`src/rtl/bcr_consts.svh`:
```
// offsets, field positions, reset values and timing counts of the capability block
//
// Behaviour
// [RQ1] capability bit 0 is one exactly when the writable user name string exists
// [RQ2] capability bit 1 is one when keep-alive timer and access privilege exist
// [RQ3] capability bit 2 is one when a separate asynchronous message channel exists
// [RQ4] capability bit 3 is one only when a readable device time counter exists
// [RQ5] bits 7:4 give string encoding: 0 ASCII, 1 UTF-8, 2 UTF-16, never reserved codes
// [RQ6] capability bit 8 is one only when the product-line name string exists
// [RQ7] capability bit 9 is one when a technology-specific register map exists
// [RQ8] capability bit 10 is one exactly when the byte-order register exists
// [RQ9] capability bit 11 is one when write replies carry a written byte count
// [RQ10] capability bit 12 is one when several events fit one event packet
// [RQ11] capability bits 13 through 63 always read as zero
// [RQ12] response time register holds longest command execution time in milliseconds
// [RQ13] a command outlasting the advertised time first gets a pending acknowledge
// [RQ14] advertised execution time never exceeds 300 ms
// [RQ15] a read of the response time register completes well within 50 ms
// [RQ16] manifest pointer returns the 64-bit start address of the file table
// [RQ17] tech map pointer returns that map's 64-bit start, present only with bit 9
// [RQ18] access to an absent conditionally present register returns bad address status
// [RQ19] string registers use the encoding reported in the capability field
// [RQ20] all four registers are read-only; writes leave contents unchanged
`ifndef BCR_CONSTS_SVH
`define BCR_CONSTS_SVH

// ----------------------------------------
// register byte offsets
// ----------------------------------------
`define BCR_ADDR_W 16
`define BCR_OFS_CAP_LO 16'h01C4
`define BCR_OFS_CAP_HI 16'h01C8
`define BCR_OFS_RESP_TIME 16'h01CC
`define BCR_OFS_MAN_LO 16'h01D0
`define BCR_OFS_MAN_HI 16'h01D4
`define BCR_OFS_TECH_LO 16'h01D8
`define BCR_OFS_TECH_HI 16'h01DC
`define BCR_OFS_EXEC_CTRL 16'h0240
`define BCR_OFS_EXEC_STAT 16'h0244
`define BCR_OFS_LAST_EXEC 16'h0248

// ----------------------------------------
// capability field layout
// ----------------------------------------
`define BCR_CAP_NAME_BIT 0
`define BCR_CAP_KEEPALIVE_BIT 1
`define BCR_CAP_MSGCHAN_BIT 2
`define BCR_CAP_TIMECNT_BIT 3
`define BCR_CAP_ENC_LSB 4
`define BCR_CAP_ENC_W 4
`define BCR_CAP_FAMILY_BIT 8
`define BCR_CAP_TECHMAP_BIT 9
`define BCR_CAP_ENDIAN_BIT 10
`define BCR_CAP_WLEN_BIT 11
`define BCR_CAP_MULTIEV_BIT 12
`define BCR_CAP_USED_W 13
`define BCR_ENC_ASCII 4'h0
`define BCR_ENC_UTF8 4'h1
`define BCR_ENC_UTF16 4'h2

// ----------------------------------------
// control fields, reset values, bus answers
// ----------------------------------------
`define BCR_CTRL_PEND_EN_BIT 0
`define BCR_CTRL_CLR_CNT_BIT 1
`define BCR_CTRL_STORE_MASK 32'h0000_0001
`define BCR_CTRL_RST 32'h0000_0001
`define BCR_RESP_OKAY 2'h0
`define BCR_RESP_SLVERR 2'h2
`define BCR_RESP_DECERR 2'h3

// ----------------------------------------
// timing
// ----------------------------------------
`define BCR_CLK_PERIOD_NS 50
`define BCR_MS_NS 1000000
`define BCR_MS_CYCLES (`BCR_MS_NS / `BCR_CLK_PERIOD_NS)
`define BCR_RESP_LIMIT_MS 300
`define BCR_READ_LIMIT_MS 50

`endif

```
`src/rtl/bcr_pkg.sv`:
```
// types and shared address decode of the capability block
`include "bcr_consts.svh"

package bcr_pkg;

  typedef enum logic [1:0] {
    bcr_st_idle,
    bcr_st_run,
    bcr_st_pend
  } bcr_exec_state_t;

  typedef struct packed {
    logic aw_held;
    logic [`BCR_ADDR_W-1:0] aw_addr;
    logic w_held;
    logic [31:0] w_data;
    logic [3:0] w_strb;
    logic bvalid;
    logic [1:0] bresp;
    logic rvalid;
    logic [31:0] ctrl;
    bcr_exec_state_t exec;
    logic [31:0] presc;
    logic [31:0] since_ack_ms;
    logic [31:0] elapsed_ms;
    logic [31:0] last_exec_ms;
    logic [15:0] pend_cnt;
    logic pend_pulse;
  } bcr_state_t;

  typedef struct packed {
    logic [31:0] data;
    logic [1:0] resp;
  } bcr_rom_state_t;

  // answer code for one word address; absent map pointer gives bad address status
  function automatic logic [1:0] bcr_decode(input logic [`BCR_ADDR_W-1:0] addr,
                                            input logic tech_present);
    logic [`BCR_ADDR_W-1:0] wa;
    logic [1:0] resp;
    wa = {addr[`BCR_ADDR_W-1:2], 2'h0};
    if (wa == `BCR_OFS_CAP_LO || wa == `BCR_OFS_CAP_HI) begin
      resp = `BCR_RESP_OKAY;
    end else if (wa == `BCR_OFS_RESP_TIME) begin
      resp = `BCR_RESP_OKAY;
    end else if (wa == `BCR_OFS_MAN_LO || wa == `BCR_OFS_MAN_HI) begin
      resp = `BCR_RESP_OKAY;
    end else if (wa == `BCR_OFS_TECH_LO || wa == `BCR_OFS_TECH_HI) begin
      resp = tech_present ? `BCR_RESP_OKAY : `BCR_RESP_SLVERR; // [RQ18]
    end else if (wa == `BCR_OFS_EXEC_CTRL || wa == `BCR_OFS_EXEC_STAT) begin
      resp = `BCR_RESP_OKAY;
    end else if (wa == `BCR_OFS_LAST_EXEC) begin
      resp = `BCR_RESP_OKAY;
    end else begin
      resp = `BCR_RESP_DECERR;
    end
    return resp;
  endfunction

endpackage

```
`src/rtl/bcr_read_mux.sv`:
```
// registered read-data selector of the capability block
`timescale 1ns/1ps
`default_nettype none
`include "bcr_consts.svh"

module bcr_read_mux (
  input wire logic core_clk,
  input wire logic rst,
  input wire logic rd_en,
  input wire logic [`BCR_ADDR_W-1:0] rd_addr,
  input wire logic [63:0] cap_word,
  input wire logic [31:0] resp_time,
  input wire logic [63:0] manifest_addr,
  input wire logic [63:0] tech_addr,
  input wire logic tech_present,
  input wire logic [31:0] ctrl_word,
  input wire logic [31:0] stat_word,
  input wire logic [31:0] last_word,
  output logic [31:0] rd_data,
  output logic [1:0] rd_resp
);
  import bcr_pkg::*;

  bcr_rom_state_t st_ff;
  bcr_rom_state_t nxt_st;
  logic [`BCR_ADDR_W-1:0] wa;

  // ----------------------------------------
  // word select, low word at the lower address
  // ----------------------------------------
  always_comb begin
    nxt_st = st_ff;
    wa = {rd_addr[`BCR_ADDR_W-1:2], 2'h0};
    if (rd_en) begin
      nxt_st.resp = bcr_decode(rd_addr, tech_present);
      if (wa == `BCR_OFS_CAP_LO) begin
        nxt_st.data = cap_word[31:0];
      end else if (wa == `BCR_OFS_CAP_HI) begin
        nxt_st.data = cap_word[63:32];
      end else if (wa == `BCR_OFS_RESP_TIME) begin
        nxt_st.data = resp_time; // [RQ12] [RQ15]
      end else if (wa == `BCR_OFS_MAN_LO) begin
        nxt_st.data = manifest_addr[31:0]; // [RQ16]
      end else if (wa == `BCR_OFS_MAN_HI) begin
        nxt_st.data = manifest_addr[63:32];
      end else if (wa == `BCR_OFS_TECH_LO && tech_present) begin
        nxt_st.data = tech_addr[31:0]; // [RQ17]
      end else if (wa == `BCR_OFS_TECH_HI && tech_present) begin
        nxt_st.data = tech_addr[63:32];
      end else if (wa == `BCR_OFS_EXEC_CTRL) begin
        nxt_st.data = ctrl_word;
      end else if (wa == `BCR_OFS_EXEC_STAT) begin
        nxt_st.data = stat_word;
      end else if (wa == `BCR_OFS_LAST_EXEC) begin
        nxt_st.data = last_word;
      end else begin
        // no data leaks out with an error answer
        nxt_st.data = 32'h0000_0000; // [RQ18]
      end
    end
  end

  always_ff @(posedge core_clk or posedge rst) begin
    if (rst) begin
      st_ff <= '0;
    end else begin
      st_ff <= nxt_st;
    end
  end

  assign rd_data = st_ff.data;
  assign rd_resp = st_ff.resp;

endmodule

`default_nettype wire

```
`src/rtl/bcr_top.sv`:
```
// capability register bank with axi4-lite slave and command pending monitor
//
// Local design decision: the AXI4-Lite interface to the registers.
`timescale 1ns/1ps
`default_nettype none
`include "bcr_consts.svh"

module bcr_top #(
  parameter bit HAS_USER_NAME = 1'b0,
  parameter bit HAS_KEEPALIVE = 1'b0,
  parameter bit HAS_MSG_CHAN = 1'b0,
  parameter bit HAS_TIME_COUNTER = 1'b0,
  parameter logic [3:0] STR_ENCODING = `BCR_ENC_ASCII,
  parameter bit HAS_FAMILY_NAME = 1'b0,
  parameter bit HAS_TECH_MAP = 1'b1,
  parameter bit HAS_BYTE_ORDER_REG = 1'b0,
  parameter bit HAS_WRITTEN_LEN = 1'b1,
  parameter bit HAS_MULTI_EVENT = 1'b0,
  parameter logic [31:0] MAX_RESP_MS = 32'h0000_0064,
  parameter logic [63:0] MANIFEST_ADDR = 64'h0000_0000_0001_0000,
  parameter logic [63:0] TECH_MAP_ADDR = 64'h0000_0000_0002_0000,
  parameter int MS_CYCLES = `BCR_MS_CYCLES
) (
  input wire logic core_clk,
  input wire logic rst,
  input wire logic [`BCR_ADDR_W-1:0] s_axi_awaddr,
  input wire logic s_axi_awvalid,
  output logic s_axi_awready,
  input wire logic [31:0] s_axi_wdata,
  input wire logic [3:0] s_axi_wstrb,
  input wire logic s_axi_wvalid,
  output logic s_axi_wready,
  output logic [1:0] s_axi_bresp,
  output logic s_axi_bvalid,
  input wire logic s_axi_bready,
  input wire logic [`BCR_ADDR_W-1:0] s_axi_araddr,
  input wire logic s_axi_arvalid,
  output logic s_axi_arready,
  output logic [31:0] s_axi_rdata,
  output logic [1:0] s_axi_rresp,
  output logic s_axi_rvalid,
  input wire logic s_axi_rready,
  input wire logic cmd_start,
  input wire logic cmd_done,
  output logic pending_ack,
  output logic cmd_busy,
  output logic [3:0] string_encoding
);
  import bcr_pkg::*;

  // ----------------------------------------
  // fixed register contents
  // ----------------------------------------
  // reserved encodings fall back to ascii rather than ever being reported
  localparam logic [3:0] ENC_SAFE = (STR_ENCODING > `BCR_ENC_UTF16) ?
                                    `BCR_ENC_ASCII : STR_ENCODING; // [RQ5]
  localparam logic [31:0] RESP_LIMIT = 32'(`BCR_RESP_LIMIT_MS);
  // clamp to the ceiling and keep at least one ms so the monitor can fire
  localparam logic [31:0] RESP_MS_EFF = (MAX_RESP_MS > RESP_LIMIT) ? RESP_LIMIT :
                                        ((MAX_RESP_MS == 32'h0000_0000) ?
                                         32'h0000_0001 : MAX_RESP_MS); // [RQ14]
  localparam logic [31:0] MS_LAST = 32'(MS_CYCLES - 1);

  logic [`BCR_CAP_USED_W-1:0] cap_used;
  logic [63:0] cap_word;
  logic [31:0] stat_word;

  assign cap_used[`BCR_CAP_NAME_BIT] = HAS_USER_NAME; // [RQ1]
  assign cap_used[`BCR_CAP_KEEPALIVE_BIT] = HAS_KEEPALIVE; // [RQ2]
  assign cap_used[`BCR_CAP_MSGCHAN_BIT] = HAS_MSG_CHAN; // [RQ3]
  assign cap_used[`BCR_CAP_TIMECNT_BIT] = HAS_TIME_COUNTER; // [RQ4]
  assign cap_used[`BCR_CAP_ENC_LSB +: `BCR_CAP_ENC_W] = ENC_SAFE; // [RQ5]
  assign cap_used[`BCR_CAP_FAMILY_BIT] = HAS_FAMILY_NAME; // [RQ6]
  assign cap_used[`BCR_CAP_TECHMAP_BIT] = HAS_TECH_MAP; // [RQ7]
  assign cap_used[`BCR_CAP_ENDIAN_BIT] = HAS_BYTE_ORDER_REG; // [RQ8]
  assign cap_used[`BCR_CAP_WLEN_BIT] = HAS_WRITTEN_LEN; // [RQ9]
  assign cap_used[`BCR_CAP_MULTIEV_BIT] = HAS_MULTI_EVENT; // [RQ10]
  assign cap_word = {{(64 - `BCR_CAP_USED_W){1'b0}}, cap_used}; // [RQ11]

  // string logic elsewhere must encode to this value
  assign string_encoding = ENC_SAFE; // [RQ19]

  // ----------------------------------------
  // state
  // ----------------------------------------
  bcr_state_t st_ff;
  bcr_state_t nxt_st;

  logic aw_hs;
  logic w_hs;
  logic ar_hs;
  logic wr_go;
  logic wr_ctrl;
  logic [31:0] ctrl_in;
  logic clr_cnt;
  logic ms_tick;
  logic due;
  logic [`BCR_ADDR_W-1:0] wa;

  // one write and one read in flight; each channel refuses while its answer stands
  assign s_axi_awready = !st_ff.aw_held && !st_ff.bvalid;
  assign s_axi_wready = !st_ff.w_held && !st_ff.bvalid;
  assign s_axi_arready = !st_ff.rvalid;
  assign aw_hs = s_axi_awvalid && s_axi_awready;
  assign w_hs = s_axi_wvalid && s_axi_wready;
  assign ar_hs = s_axi_arvalid && s_axi_arready;

  assign wa = {st_ff.aw_addr[`BCR_ADDR_W-1:2], 2'h0};
  assign wr_go = st_ff.aw_held && st_ff.w_held;
  assign wr_ctrl = wr_go && (wa == `BCR_OFS_EXEC_CTRL);
  assign clr_cnt = wr_ctrl && st_ff.w_strb[0] && st_ff.w_data[`BCR_CTRL_CLR_CNT_BIT];
  // only the enable bit is stored; the clear bit never lingers
  assign ctrl_in = st_ff.w_data & `BCR_CTRL_STORE_MASK;

  assign ms_tick = (st_ff.exec != bcr_st_idle) && (st_ff.presc == MS_LAST);
  // next ms boundary reaches the advertised time since start or last pending ack
  assign due = ms_tick && ((st_ff.since_ack_ms + 32'h0000_0001) >= RESP_MS_EFF);

  // ----------------------------------------
  // next state
  // ----------------------------------------
  always_comb begin
    nxt_st = st_ff;
    nxt_st.pend_pulse = 1'b0;

    // write address and data may come in either order
    if (aw_hs) begin
      nxt_st.aw_held = 1'b1;
      nxt_st.aw_addr = s_axi_awaddr;
    end
    if (w_hs) begin
      nxt_st.w_held = 1'b1;
      nxt_st.w_data = s_axi_wdata;
      nxt_st.w_strb = s_axi_wstrb;
    end

    if (wr_go) begin
      nxt_st.aw_held = 1'b0;
      nxt_st.w_held = 1'b0;
      nxt_st.bvalid = 1'b1;
      // read-only words answer okay and keep their value
      nxt_st.bresp = bcr_decode(st_ff.aw_addr, HAS_TECH_MAP); // [RQ18] [RQ20]
      if (wr_ctrl) begin
        for (int i = 0; i < 4; i++) begin
          if (st_ff.w_strb[i]) begin
            nxt_st.ctrl[8*i +: 8] = ctrl_in[8*i +: 8];
          end
        end
      end
    end else if (st_ff.bvalid && s_axi_bready) begin
      nxt_st.bvalid = 1'b0;
    end

    if (ar_hs) begin
      nxt_st.rvalid = 1'b1;
    end else if (st_ff.rvalid && s_axi_rready) begin
      nxt_st.rvalid = 1'b0;
    end

    // command execution monitor
    case (st_ff.exec)
      bcr_st_idle: begin
        if (cmd_start) begin
          nxt_st.exec = bcr_st_run;
          nxt_st.presc = 32'h0000_0000;
          nxt_st.since_ack_ms = 32'h0000_0000;
          nxt_st.elapsed_ms = 32'h0000_0000;
        end
      end
      bcr_st_run, bcr_st_pend: begin
        nxt_st.presc = ms_tick ? 32'h0000_0000 : st_ff.presc + 32'h0000_0001;
        if (ms_tick) begin
          nxt_st.elapsed_ms = st_ff.elapsed_ms + 32'h0000_0001;
          nxt_st.since_ack_ms = st_ff.since_ack_ms + 32'h0000_0001;
        end
        // finishing in the same cycle needs no pending ack
        if (cmd_done) begin
          nxt_st.exec = bcr_st_idle;
          nxt_st.last_exec_ms = st_ff.elapsed_ms;
        end else if (due && st_ff.ctrl[`BCR_CTRL_PEND_EN_BIT]) begin
          nxt_st.exec = bcr_st_pend; // [RQ13]
          nxt_st.pend_pulse = 1'b1;
          nxt_st.since_ack_ms = 32'h0000_0000;
        end
      end
      default: begin
        nxt_st.exec = bcr_st_idle;
      end
    endcase

    // a pending ack in the clearing cycle still counts
    if (nxt_st.pend_pulse) begin
      nxt_st.pend_cnt = (clr_cnt ? 16'h0000 : st_ff.pend_cnt) + 16'h0001;
    end else if (clr_cnt) begin
      nxt_st.pend_cnt = 16'h0000;
    end
  end

  // ----------------------------------------
  // registers
  // ----------------------------------------
  always_ff @(posedge core_clk or posedge rst) begin
    if (rst) begin
      st_ff <= '0;
      st_ff.ctrl <= `BCR_CTRL_RST;
      st_ff.exec <= bcr_st_idle;
    end else begin
      st_ff <= nxt_st;
    end
  end

  // ----------------------------------------
  // read path
  // ----------------------------------------
  assign stat_word = {st_ff.pend_cnt, 14'h0000, st_ff.exec == bcr_st_pend,
                      st_ff.exec != bcr_st_idle};

  // answer one cycle after the address is taken, far inside the read limit
  bcr_read_mux u_read_mux (
    .core_clk(core_clk),
    .rst(rst),
    .rd_en(ar_hs), // [RQ15]
    .rd_addr(s_axi_araddr),
    .cap_word(cap_word),
    .resp_time(RESP_MS_EFF), // [RQ12]
    .manifest_addr(MANIFEST_ADDR), // [RQ16]
    .tech_addr(TECH_MAP_ADDR), // [RQ17]
    .tech_present(HAS_TECH_MAP),
    .ctrl_word(st_ff.ctrl),
    .stat_word(stat_word),
    .last_word(st_ff.last_exec_ms),
    .rd_data(s_axi_rdata),
    .rd_resp(s_axi_rresp)
  );

  // ----------------------------------------
  // outputs
  // ----------------------------------------
  assign s_axi_bvalid = st_ff.bvalid;
  assign s_axi_bresp = st_ff.bresp;
  assign s_axi_rvalid = st_ff.rvalid;
  assign pending_ack = st_ff.pend_pulse;
  assign cmd_busy = st_ff.exec != bcr_st_idle;

endmodule

`default_nettype wire

```
`config.mk`:
```
export PLATFORM = sky130hd
export DESIGN_NAME = bcr_top
export DESIGN_NICKNAME = d
export VERILOG_FILES = /design/src/rtl/bcr_pkg.sv /design/src/rtl/bcr_read_mux.sv /design/src/rtl/bcr_top.sv
export VERILOG_INCLUDE_DIRS = /design/src /design/src/rtl
export SDC_FILE = /design/constraint.sdc
export NUM_CORES = 1
export LEC_CHECK = 0
export ABC_AREA = 1
export BUFFER_PORTS_ARGS = -buffer_cell sky130_fd_sc_hd__buf_2
export CAP_MARGIN = 40
export CORE_MARGIN = 2
export CORE_UTILIZATION = 54
export DETAILED_ROUTE_END_ITERATION = 8
export GPL_TIMING_DRIVEN = 0
export PLACE_DENSITY_LB_ADDON = 0.25
export SLEW_MARGIN = 25
export SYNTH_ARGS = -nofsm -noshare
export SYNTH_HDL_FRONTEND = slang
export SYNTH_SLANG_ARGS = --single-unit
export TNS_END_PERCENT = 20
```
`constraint.sdc`:
```
create_clock -name core_clk -period 6.4 [get_ports core_clk]
set_input_delay 1.28 -clock core_clk [delete_from_list [all_inputs] [get_ports core_clk]]
set_output_delay 1.28 -clock core_clk [all_outputs]
set_load 0.01 [all_outputs]
```
**Word-level counts from Yosys, hierarchy flattened**

Index checks and enable logic that the tools add are counted.

- Mux-type cells: 44
- Order comparisons: 1
- Reduce and logical (&&, ||, !) cells: 39
- Eq/ne operators: 26
- Add/sub/neg operators: 4

Operator list:

| cell | number |
|---|---|
| two-way mux 32 bit | 13 |
| equality test 14 x 7 -> 1 bit (second input constant) | 14 |
| case mux 96 bit (2 select lines) | 1 |
| two-way mux 98 bit | 1 |
| adder 32 x 1 -> 32 bit (second input constant) | 3 |
| equality test 14 x 8 -> 1 bit (second input constant) | 6 |
| two-way mux 64 bit | 1 |
| two-way mux 37 bit | 1 |
| equality test 32 x 15 -> 1 bit (second input constant) | 1 |
| greater-or-equal comparator 32 x 7 -> 1 bit (second input constant) | 1 |
| two-way mux 16 bit | 2 |
| two-way mux 2 bit | 14 |
| two-way mux 17 bit | 1 |
| adder 16 x 1 -> 16 bit (second input constant) | 1 |
| logical AND 1 bit | 14 |
| nonzero test 2 bit | 6 |
| two-way mux 1 bit | 9 |
| logical OR 1 bit | 8 |
| AND reduction 2 bit | 3 |
| AND reduction 3 bit | 2 |
| logical NOT 1 bit | 4 |
| inequality test 2 bit (second input constant) | 2 |
| case mux 2 bit (2 select lines) | 1 |
| inequality test 3 bit (second input constant) | 1 |
| other kinds (4) | 4 |

- Bits in registers: 240
- Logic and storage cells: 132
- Output and inout port bits: 47
- Input port bits: 77

**Logic depth before layout (Yosys ltp)**

Gate-level depths: netlist of the first run.

- Word-level depth: 11
- Mapped depth: 19

**Cells and area by module**

A second synthesis of the first run with hierarchy kept.

- Cell total of the unflattened synthesis: 2095
- Area total of the unflattened synthesis: 13937.1 um^2

By module, submodules not included:

| module | cells each | times used | area each (um^2) |
|---|---|---|---|
| bcr_top | 1302 | 1 | 9665.5 |
| bcr_read_mux | 793 | 1 | 4271.6 |

**Worst setup path before layout of the first run**

No wires, ideal clock.

- Path type: input-to-reg
- Start: in s_axi_araddr[12]
- End: reg u_read_mux.st_ff (netlist bit u_read_mux.rd_data[18])
- Path slack: 3.509 ns
- Setup time: 0.133 ns
- Cell stages on the path: 8
- Required time: 6.267 ns
- Data arrival time: 2.758 ns
- Buffers on the path: 1
- Cell sequence: or2_2 -> nor3_1 -> inv_1 -> nor4_1 -> nand3_1 -> nand3_1 -> clkbuf_1 -> o21ai_0

- Word-level cells in the longest chain between the ends: 11
- Elaborated cells between the ends (all ways): 20
- Those cells by class: eq/ne: 10; mux: 10

Ends and longest elaborated chain:

| element | line | RTL |
|---|---|---|
| start, declared | bcr_top.sv:36 | `` input wire logic [`BCR_ADDR_W-1:0] s_axi_araddr, `` |
| equality test 14 x 8 -> 1 bit (no source line) | - |  |
| two-way mux 32 bit | bcr_read_mux.sv:54 | `` end else if (wa == `BCR_OFS_LAST_EXEC) begin `` |
| two-way mux 32 bit | bcr_read_mux.sv:52 | `` end else if (wa == `BCR_OFS_EXEC_STAT) begin `` |
| two-way mux 32 bit | bcr_read_mux.sv:50 | `` end else if (wa == `BCR_OFS_EXEC_CTRL) begin `` |
| two-way mux 32 bit | bcr_read_mux.sv:48 | `` end else if (wa == `BCR_OFS_TECH_HI && tech_present) begin `` |
| two-way mux 32 bit | bcr_read_mux.sv:46 | `` end else if (wa == `BCR_OFS_TECH_LO && tech_present) begin `` |
| two-way mux 32 bit | bcr_read_mux.sv:44 | `` end else if (wa == `BCR_OFS_MAN_HI) begin `` |
| two-way mux 32 bit | bcr_read_mux.sv:42 | `` end else if (wa == `BCR_OFS_MAN_LO) begin `` |
| two-way mux 32 bit | bcr_read_mux.sv:40 | `` end else if (wa == `BCR_OFS_RESP_TIME) begin `` |
| two-way mux 32 bit | bcr_read_mux.sv:38 | `` end else if (wa == `BCR_OFS_CAP_HI) begin `` |
| two-way mux 32 bit * | bcr_read_mux.sv:36 | `` if (wa == `BCR_OFS_CAP_LO) begin `` |
| end signal, assigned | bcr_read_mux.sv:67 | `st_ff <= nxt_st;` |
| end, declared | bcr_read_mux.sv:24 | `bcr_rom_state_t st_ff;` |

Mark *: on every way between the ends. The rest lies on a longest branch, timed or not.
A chain may end at the register's enable or synchronous reset.

**Worst setup path in the final report of the first run**

- Start: in cmd_start
- End: reg st_ff[121] (netlist name)

- Word-level cells in the longest chain between the ends: 2

Ends and longest elaborated chain:

| element | line | RTL |
|---|---|---|
| start, declared | bcr_top.sv:43 | `input wire logic cmd_start,` |
| inequality test 2 bit (no source line) | - |  |
| AND reduction 2 bit (no source line) | - |  |
| end signal, assigned | bcr_top.sv:208 | `st_ff <= nxt_st;` |
| end, declared | bcr_top.sv:86 | `bcr_state_t st_ff;` |

Every way passes these cells.

==> results of run 1 <==
area by class of cell:
type                    instances  area, µm²  share of cell area
multi-input cells            1161       5657              0.4215
flip-flops and latches        203       5081              0.3786
inverters                     200      754.5             0.05621
clock buffers                  36      704.4             0.05248
repair buffers                 90      565.5             0.04214
well taps                     275      344.1             0.02564
plain buffers                  56      264.0             0.01967
clock inverters                 6      51.30            0.003822
flip-flops by register name (all words and copies together) (netlist names):
| register | cells |
|---|---|
| u_read_mux.rd_data | 32 |
| s_axi_bresp | 1 |
| st_ff | 165 |
| s_axi_bvalid | 1 |
| pending_ack | 1 |
| u_read_mux.rd_resp | 1 |
| ctrl_in | 1 |
| s_axi_rvalid | 1 |
worst register-to-register path, stage by stage, from the launching register on:
cell,delay [ns]
dfrtp_1,0.37
inv_1,0.07
ha_1,0.29
nand2_1,0.14
nand2_1,0.24
inv_1,0.18
clkbuf_1,0.46
nand2_1,0.32
clkinv_1,0.25
clkbuf_1,0.48
nor3_1,0.11
where the power goes:
group | leakage [nW] | switching [mW] | internal, mW
combinational | 3.02 | 0.411 | 0.165
sequential | 2.77 | 0.0441 | 1.36
clock | 0.373 | 0.535 | 0.760
total | 6.17 | 0.990 | 2.28
worst max-delay path by stage:
| stage | depth (start not counted) | start | endpoint | slack (ns) |
|---|---|---|---|---|
| finish | 10 | cmd_start | st_ff[121]$_DFFE_PP0P_ | 3.24 |
| floorplan | 1 | rst | ctrl_in[0]$_DFFE_PP0P_ | 2.49 |
| global route | 10 | cmd_start | st_ff[121]$_DFFE_PP0P_ | 3.04 |
| global placement | 2 | rst | u_read_mux.rd_data[14]$_DFFE_PP0P_ | 1.22 |
| CTS | 10 | cmd_start | st_ff[121]$_DFFE_PP0P_ | 3.29 |
| detailed placement | 10 | cmd_start | st_ff[121]$_DFFE_PP0P_ | 2.76 |
layout by cell type, fill, tap and decap left out, types with 3 or more instances in the layout:
cell type / n
o22ai_1: 5
clkbuf_16: 23
a31oi_1: 18
nor4_1: 19
nand2_2: 4
nor2_2: 3
clkbuf_8: 8
a211oi_1: 3
inv_1: 193
nand2_1: 453
buf_2: 92
nor2_1: 170
o32ai_1: 22
a21o_1: 6
clkinv_2: 3
buf_12: 6
dfrtp_1: 202
inv_2: 5
nor3_2: 3
buf_4: 9
o31ai_1: 6
ha_1: 7
nand4_1: 44
nor2_4: 4
o21ai_0: 128
nand3_1: 115
xor2_1: 44
conb_1: 4
a21oi_1: 24
mux2_2: 12
clkbuf_1: 40
or2_2: 3
nor3_1: 44
through the flow:
step / util / std cells / power (mW) / setup slack, ns
after floorplan: - / 1620 / 1.794 / 2.491
after global placement: 0.5914 / 1977 / 1.970 / 1.224
after detailed placement: 0.5984 / 1984 / 1.993 / 2.761
after CTS: 0.6341 / 2026 / 3.295 / 3.293
after global routing: 0.6345 / 2027 / 3.423 / 3.044
final: 0.6345 / 2027 / 3.274 / 3.236
routing by layer:
layer	wire [µm]	vias up	track usage
met4	707	0	0.07477
li1	-	5532	-
met5	0	-	0
met2	14890	381	0.4704
met3	1732	63	0.03473
met1	14220	5327	0.3762
cell families (layout without fill, tap and decap cells):
group,Yosys count,in the layout,share of synthesized area
adders and majority gates,7,7,0.007459
DFF,203,203,0.4328
buffers and inverters,256,388,0.08642
xor gates and xnor gates,45,45,0.03357
AOI/OAI and AO/OA,220,220,0.1083
muxes,12,12,0.01151
and+or+nand+nor,873,873,0.3197
other,1,4,0.0003194
==> impl_metrics.tcl, run 1 <==
set metrics [dict create \
    insertedDiodeCount 0 \
    coreArea_um2 21150 \
    path_buf_inv 6 \
    max-cap-violations 0 \
    fin_worst_skew_ns 0.009596 \
    crit_type "in2reg" \
    h-tree-depth 1 \
    hold_class "reg2reg" \
    cp_data_arrival_time_ns 3.54 \
    area_delta_synth_final_pct 14.31 \
    grtUsageTotal 0.2769 \
    setup_viol 0 \
    rows 53 \
    synth_area_per_cell_um2 7.261 \
    cts_buffer_depth 3 \
    hpwl_mm 23.67 \
    finalCritPeriodShare 0.4943 \
    totalNegativeSetupSlack_ns 0 \
    whs_path_depth 1 \
    cts_made_buffers 23 \
    final_nets 1819 \
    ys_top_cells_by_count "nand2_1, dfrtp_1, inv_1, nor2_1, o21ai_0" \
    synthCells 1617 \
    ant_nets 0 \
    hold_ws_ns 0.4693 \
    crit_top_cell "nand2_1" \
    dr_total_vias 11300 \
    grt_pass1_wl_mm 51.32 \
    synth-edff-count 0 \
    fmax_ghz 0.3161 \
    reg2reg_depth 10 \
    crit_chain "buf_2 > inv_1 > nand2_1 > nand2_1 > inv_1 > clkbuf_1 > nand2_1 > clkinv_1 > clkbuf_1 > nor3_1" \
    synth.most_common_cell "nand2_1" \
    critPathTopFamily "buffers and inverters" \
    wl_per_cell_um 15.56 \
    slowest_delay_ns 0.48 \
    synthTopCellsByArea "dfrtp_1, nand2_1, inv_1" \
    relSlewSlack 0.5097 \
    antenna_found_initial 0 \
    worstHoldEndpoint "u_read_mux.rd_data[5]$_DFFE_PP0P_" \
    die_h_um 151.5 \
    ctsHoldBuffers 0 \
    drc 0 \
    die_w_um 151.5 \
    cts_tree "built" \
    grt_overflow 0 \
    path_clk_slew_ns 0.06 \
    crit_required_ns 6.78 \
    ys_types 48 \
    io_buffers 82 \
    die_area_um2 22940 \
    status "finished clean" \
    first_global_vias 10620 \
    cts_resized 0 \
    fill_cells 1927 \
    tightestPinTransition_ns 0.7288 \
    vias_per_cell 5.576 \
    yosys_warnings 0 \
    drt_iter0_drc 728 \
    rrSetupSlack_ns 3.36 \
    gp_congestion 0.9524 \
    synth_seq_cells 203 \
    period_needed_ns 3.164 \
    hp-start "u_read_mux.rd_data[5]$_DFFE_PP0P_" \
    worst_setup_path_start_kind "input port" \
    ys.flop_type "dfrtp_1" \
    place_area_um2 12660 \
    r2r_end "st_ff[121]$_DFFE_PP0P_" \
    start_util 0.5550 \
    timing.rr.start "st_ff[145]$_DFFE_PP0P_" \
    grt_max_degree 32 \
    crit_fanout 10 \
    cp_slowest_cell "clkbuf_1" \
    cts-root-buf "clkbuf_16" \
    cts.sinks 203 \
    cts_setup_buffers 0 \
    maxSlewViolCount 0 \
    ioPinCount 124 \
    first_pass_iters 5 \
    insertion_delay_ns 0.53 \
    seq_area_frac_synth 0.4328 \
    synth_top_area_share 0.4305 \
    finalHoldViolations 0 \
    wl_mm 31.54 \
    ys_async_sr_fraction 1.000 \
    yosysTopAreaCell "dfrtp_1" \
    drive_above_1_share 0.1062 \
    vdd_drop_max_uv 194.6 \
    design_area_um2 13420 \
    rsz0062_at_grt "false" \
    p_per_area_nw_per_um2 243.9 \
    leakagePower_nw 6.167 \
    endpoint_kind "flip-flop" \
    syn_area_um2 11740 \
]
Note: power is estimated with default switching activity, not from simulation.
==> inputs of run 2 (changes only) <==
clock period = 2.7 ns   (was 6.4 ns; I/O delays follow)
==> run 2 against run 1 <==
  * Critical path depth rose by 5
  * Count of clock-buffer cells in the layout did not move
  * Combinational power rose by 150%
  * Clock skew rose by 0.0033 ns
  * Final cell count barely moved
  * Critical path type is now reg2reg
  * Critical endpoint is now st_ff[109]$_DFFE_PP0P_
==> impl_metrics.tcl, run 2 (same netlist as run 1, synthesis figures left out) <==
set metrics [dict create \
    pwr-share-comb 0.183 \
    insertion_delay_ns 0.53 \
    first_global_vias 10610 \
    place_area_um2 12660 \
    pwr-share-seq 0.425 \
    wl_mm 31.68 \
    grtUsageTotal 0.2772 \
    die_h_um 151.5 \
    fmax_ghz 0.3988 \
    die_w_um 151.5 \
    h-tree-depth 1 \
    crit_chain "nand2_1 > nor2_2 > nand2_1 > nor2_1 > nand3_1 > nand2_1 > nand2_1 > inv_1 > nand2_1 > nor2_1 > nand3_2 > nand3_2 > clkbuf_4 > nand2_1 > o21ai_0" \
    vdd_drop_max_uv 460.6 \
    clockPowerShare 0.393 \
    insertedDiodeCount 0 \
    finalCritPeriodShare 0.9286 \
    path_clk_slew_ns 0.06 \
    cts_made_buffers 23 \
    ant_nets 0 \
    cts.sinks 203 \
    hpwl_mm 23.67 \
    final_nets 1818 \
    coreArea_um2 21150 \
    vias_per_cell 5.578 \
    cts_buffer_depth 3 \
    hold_class "in2async" \
    internal-power_mw 5.448 \
    rows 53 \
    regMostFlops "st_ff" \
    hold_ws_ns 0.02993 \
    cp_slowest_cell "dfrtp_1" \
    ioPinCount 124 \
    period_needed_ns 2.507 \
    dr_total_vias 11300 \
    design_area_um2 13540 \
    start_util 0.5550 \
    grt_max_degree 32 \
    drc 0 \
    fill_cells 1918 \
    crit_top_cell "nand2_1" \
    gp_congestion 0.9524 \
    fin_worst_skew_ns 0.01288 \
    status "finished clean" \
    rsz0062_at_grt "true" \
    endpoint_kind "flip-flop" \
    drt_iter0_drc 791 \
    crit_fanout 10 \
    relSlewSlack 0.4966 \
    cp_data_arrival_time_ns 2.93 \
    mostFrequentLayoutCell "nand2_1" \
    tightestPinTransition_ns 0.7482 \
    largest_register_ffs 165 \
    totalNegativeSetupSlack_ns 0 \
    setup_viol 0 \
    drive_above_1_share 0.1216 \
    max-cap-violations 0 \
    netSwitchingPower_mw 2.383 \
    cts_tree "built" \
    worst_setup_path_start_kind "flip-flop" \
    antenna_found_initial 0 \
    p_per_area_nw_per_um2 578.3 \
    grt_overflow 0 \
    cts-root-buf "clkbuf_16" \
    first_pass_iters 5 \
    crit_type "reg2reg" \
    maxSlewViolCount 0 \
    finalHoldViolations 0 \
    wl_per_cell_um 15.63 \
    total_power_mw 7.831 \
    grt_pass1_wl_mm 51.38 \
    io_buffers 82 \
    crit_required_ns 3.12 \
    leakagePower_nw 6.210 \
    area_delta_synth_final_pct 15.32 \
    die_area_um2 22940 \
    slowest_delay_ns 0.47 \
    netSwitchingFraction 0.3043 \
    final_cell_mix "nand2_1, dfrtp_1, inv_1" \
]
run 2: changes by cell type in the layout (fill, tap and decap cells not counted), moves of 3 or more:
cell and delta:
clkbuf_4 +6, buf_2 -7, nor2_1 -7, clkbuf_1 -6, dfrtp_2 +4, nor2_2 +6, dfrtp_1 -4, nand2_1 -4
clkbuf_2 +3
run 2: stage by stage:
| stage | util | std cells | worst slack, ns |
|---|---|---|---|
| 3_3_place_gp | 0.5914 | 1977 | -1.736 |
| 3_5_place_dp | 0.5984 | 1984 | -0.2601 |
| 2_1_floorplan | - | 1620 | -0.4695 |
| 6_report | 0.6401 | 2026 | 0.1928 |
| 4_1_cts | 0.6352 | 2026 | 0.002606 |
| 5_1_grt | 0.6401 | 2026 | -0.009547 |
run 2: timing repair:
item,4_1_cts,5_1_grt
hold buffers,0,0
pin swaps,1,3
buffers inserted,0,1
endpoints found under the setup margin,21,84
resized for setup,9,34
run 2: worst max-delay path, delay by kind of cell, from the launching register on:
| family | cells | cell delay [ns] |
|---|---|---|
| simple gates | 12 | 1.55 |
| flops | 1 | 0.47 |
| buf+inv | 2 | 0.29 |
| compound gates | 1 | 0.09 |
run 2: final cells by class:
class / count / area (µm²) / share of cell area
Clock inverter: 6 / 51.30 / 0.003789
Clock buffer: 36 / 704.4 / 0.05202
Tap cell: 275 / 344.1 / 0.02541
Multi-Input combinational cell: 1161 / 5738 / 0.4238
Sequential cell: 203 / 5086 / 0.3756
Timing Repair Buffer: 91 / 573.1 / 0.04232
Buffer: 54 / 285.3 / 0.02107
Inverter: 200 / 758.2 / 0.05600
run 2: layer usage:
layer  wire length [µm]  part of all wire  up-vias  global-route usage
met2              15000              0.47      376              0.4724
met4                633             0.020        0             0.07196
li1                   -                 -     5514                   -
met1              14320              0.45     5353              0.3778
met3               1716             0.054       59             0.03293
met5                  0                 0        -                   0
run 2: final timing paths:
kind / startpoint / to / slack, ns / cells past startpoint
worst min-delay path: rst / st_ff[225]$_DFFE_PP0P_ / 0.03 / 2
worst min register to register: u_read_mux.rd_data[5]$_DFFE_PP0P_ / u_read_mux.rd_data[5]$_DFFE_PP0P_ / 0.47 / 1
worst max-delay path: st_ff[96]$_DFFE_PP0P_ / st_ff[109]$_DFFE_PP0P_ / 0.19 / 15
max in group asynchronous: rst / u_read_mux.rd_data[6]$_DFFE_PP0P_ / 1.75 / 5
worst max register to register: st_ff[96]$_DFFE_PP0P_ / st_ff[109]$_DFFE_PP0P_ / 0.19 / 15
min in group core_clk: s_axi_rready / s_axi_rvalid$_DFFE_PP0P_ / 0.21 / 2
run 2: power by group through the flow:
| stage | combinational, mW | sequential (mW) | clock (mW) |
|---|---|---|---|
| 2_1_floorplan | 0.893 | 3.36 | 0 |
| 3_5_place_dp | 1.35 | 3.38 | 0 |
| 6_report | 1.43 | 3.33 | 3.08 |
| 3_3_place_gp | 1.29 | 3.37 | 0 |
| 5_1_grt | 1.58 | 3.35 | 3.24 |
| 4_1_cts | 1.37 | 3.32 | 3.13 |
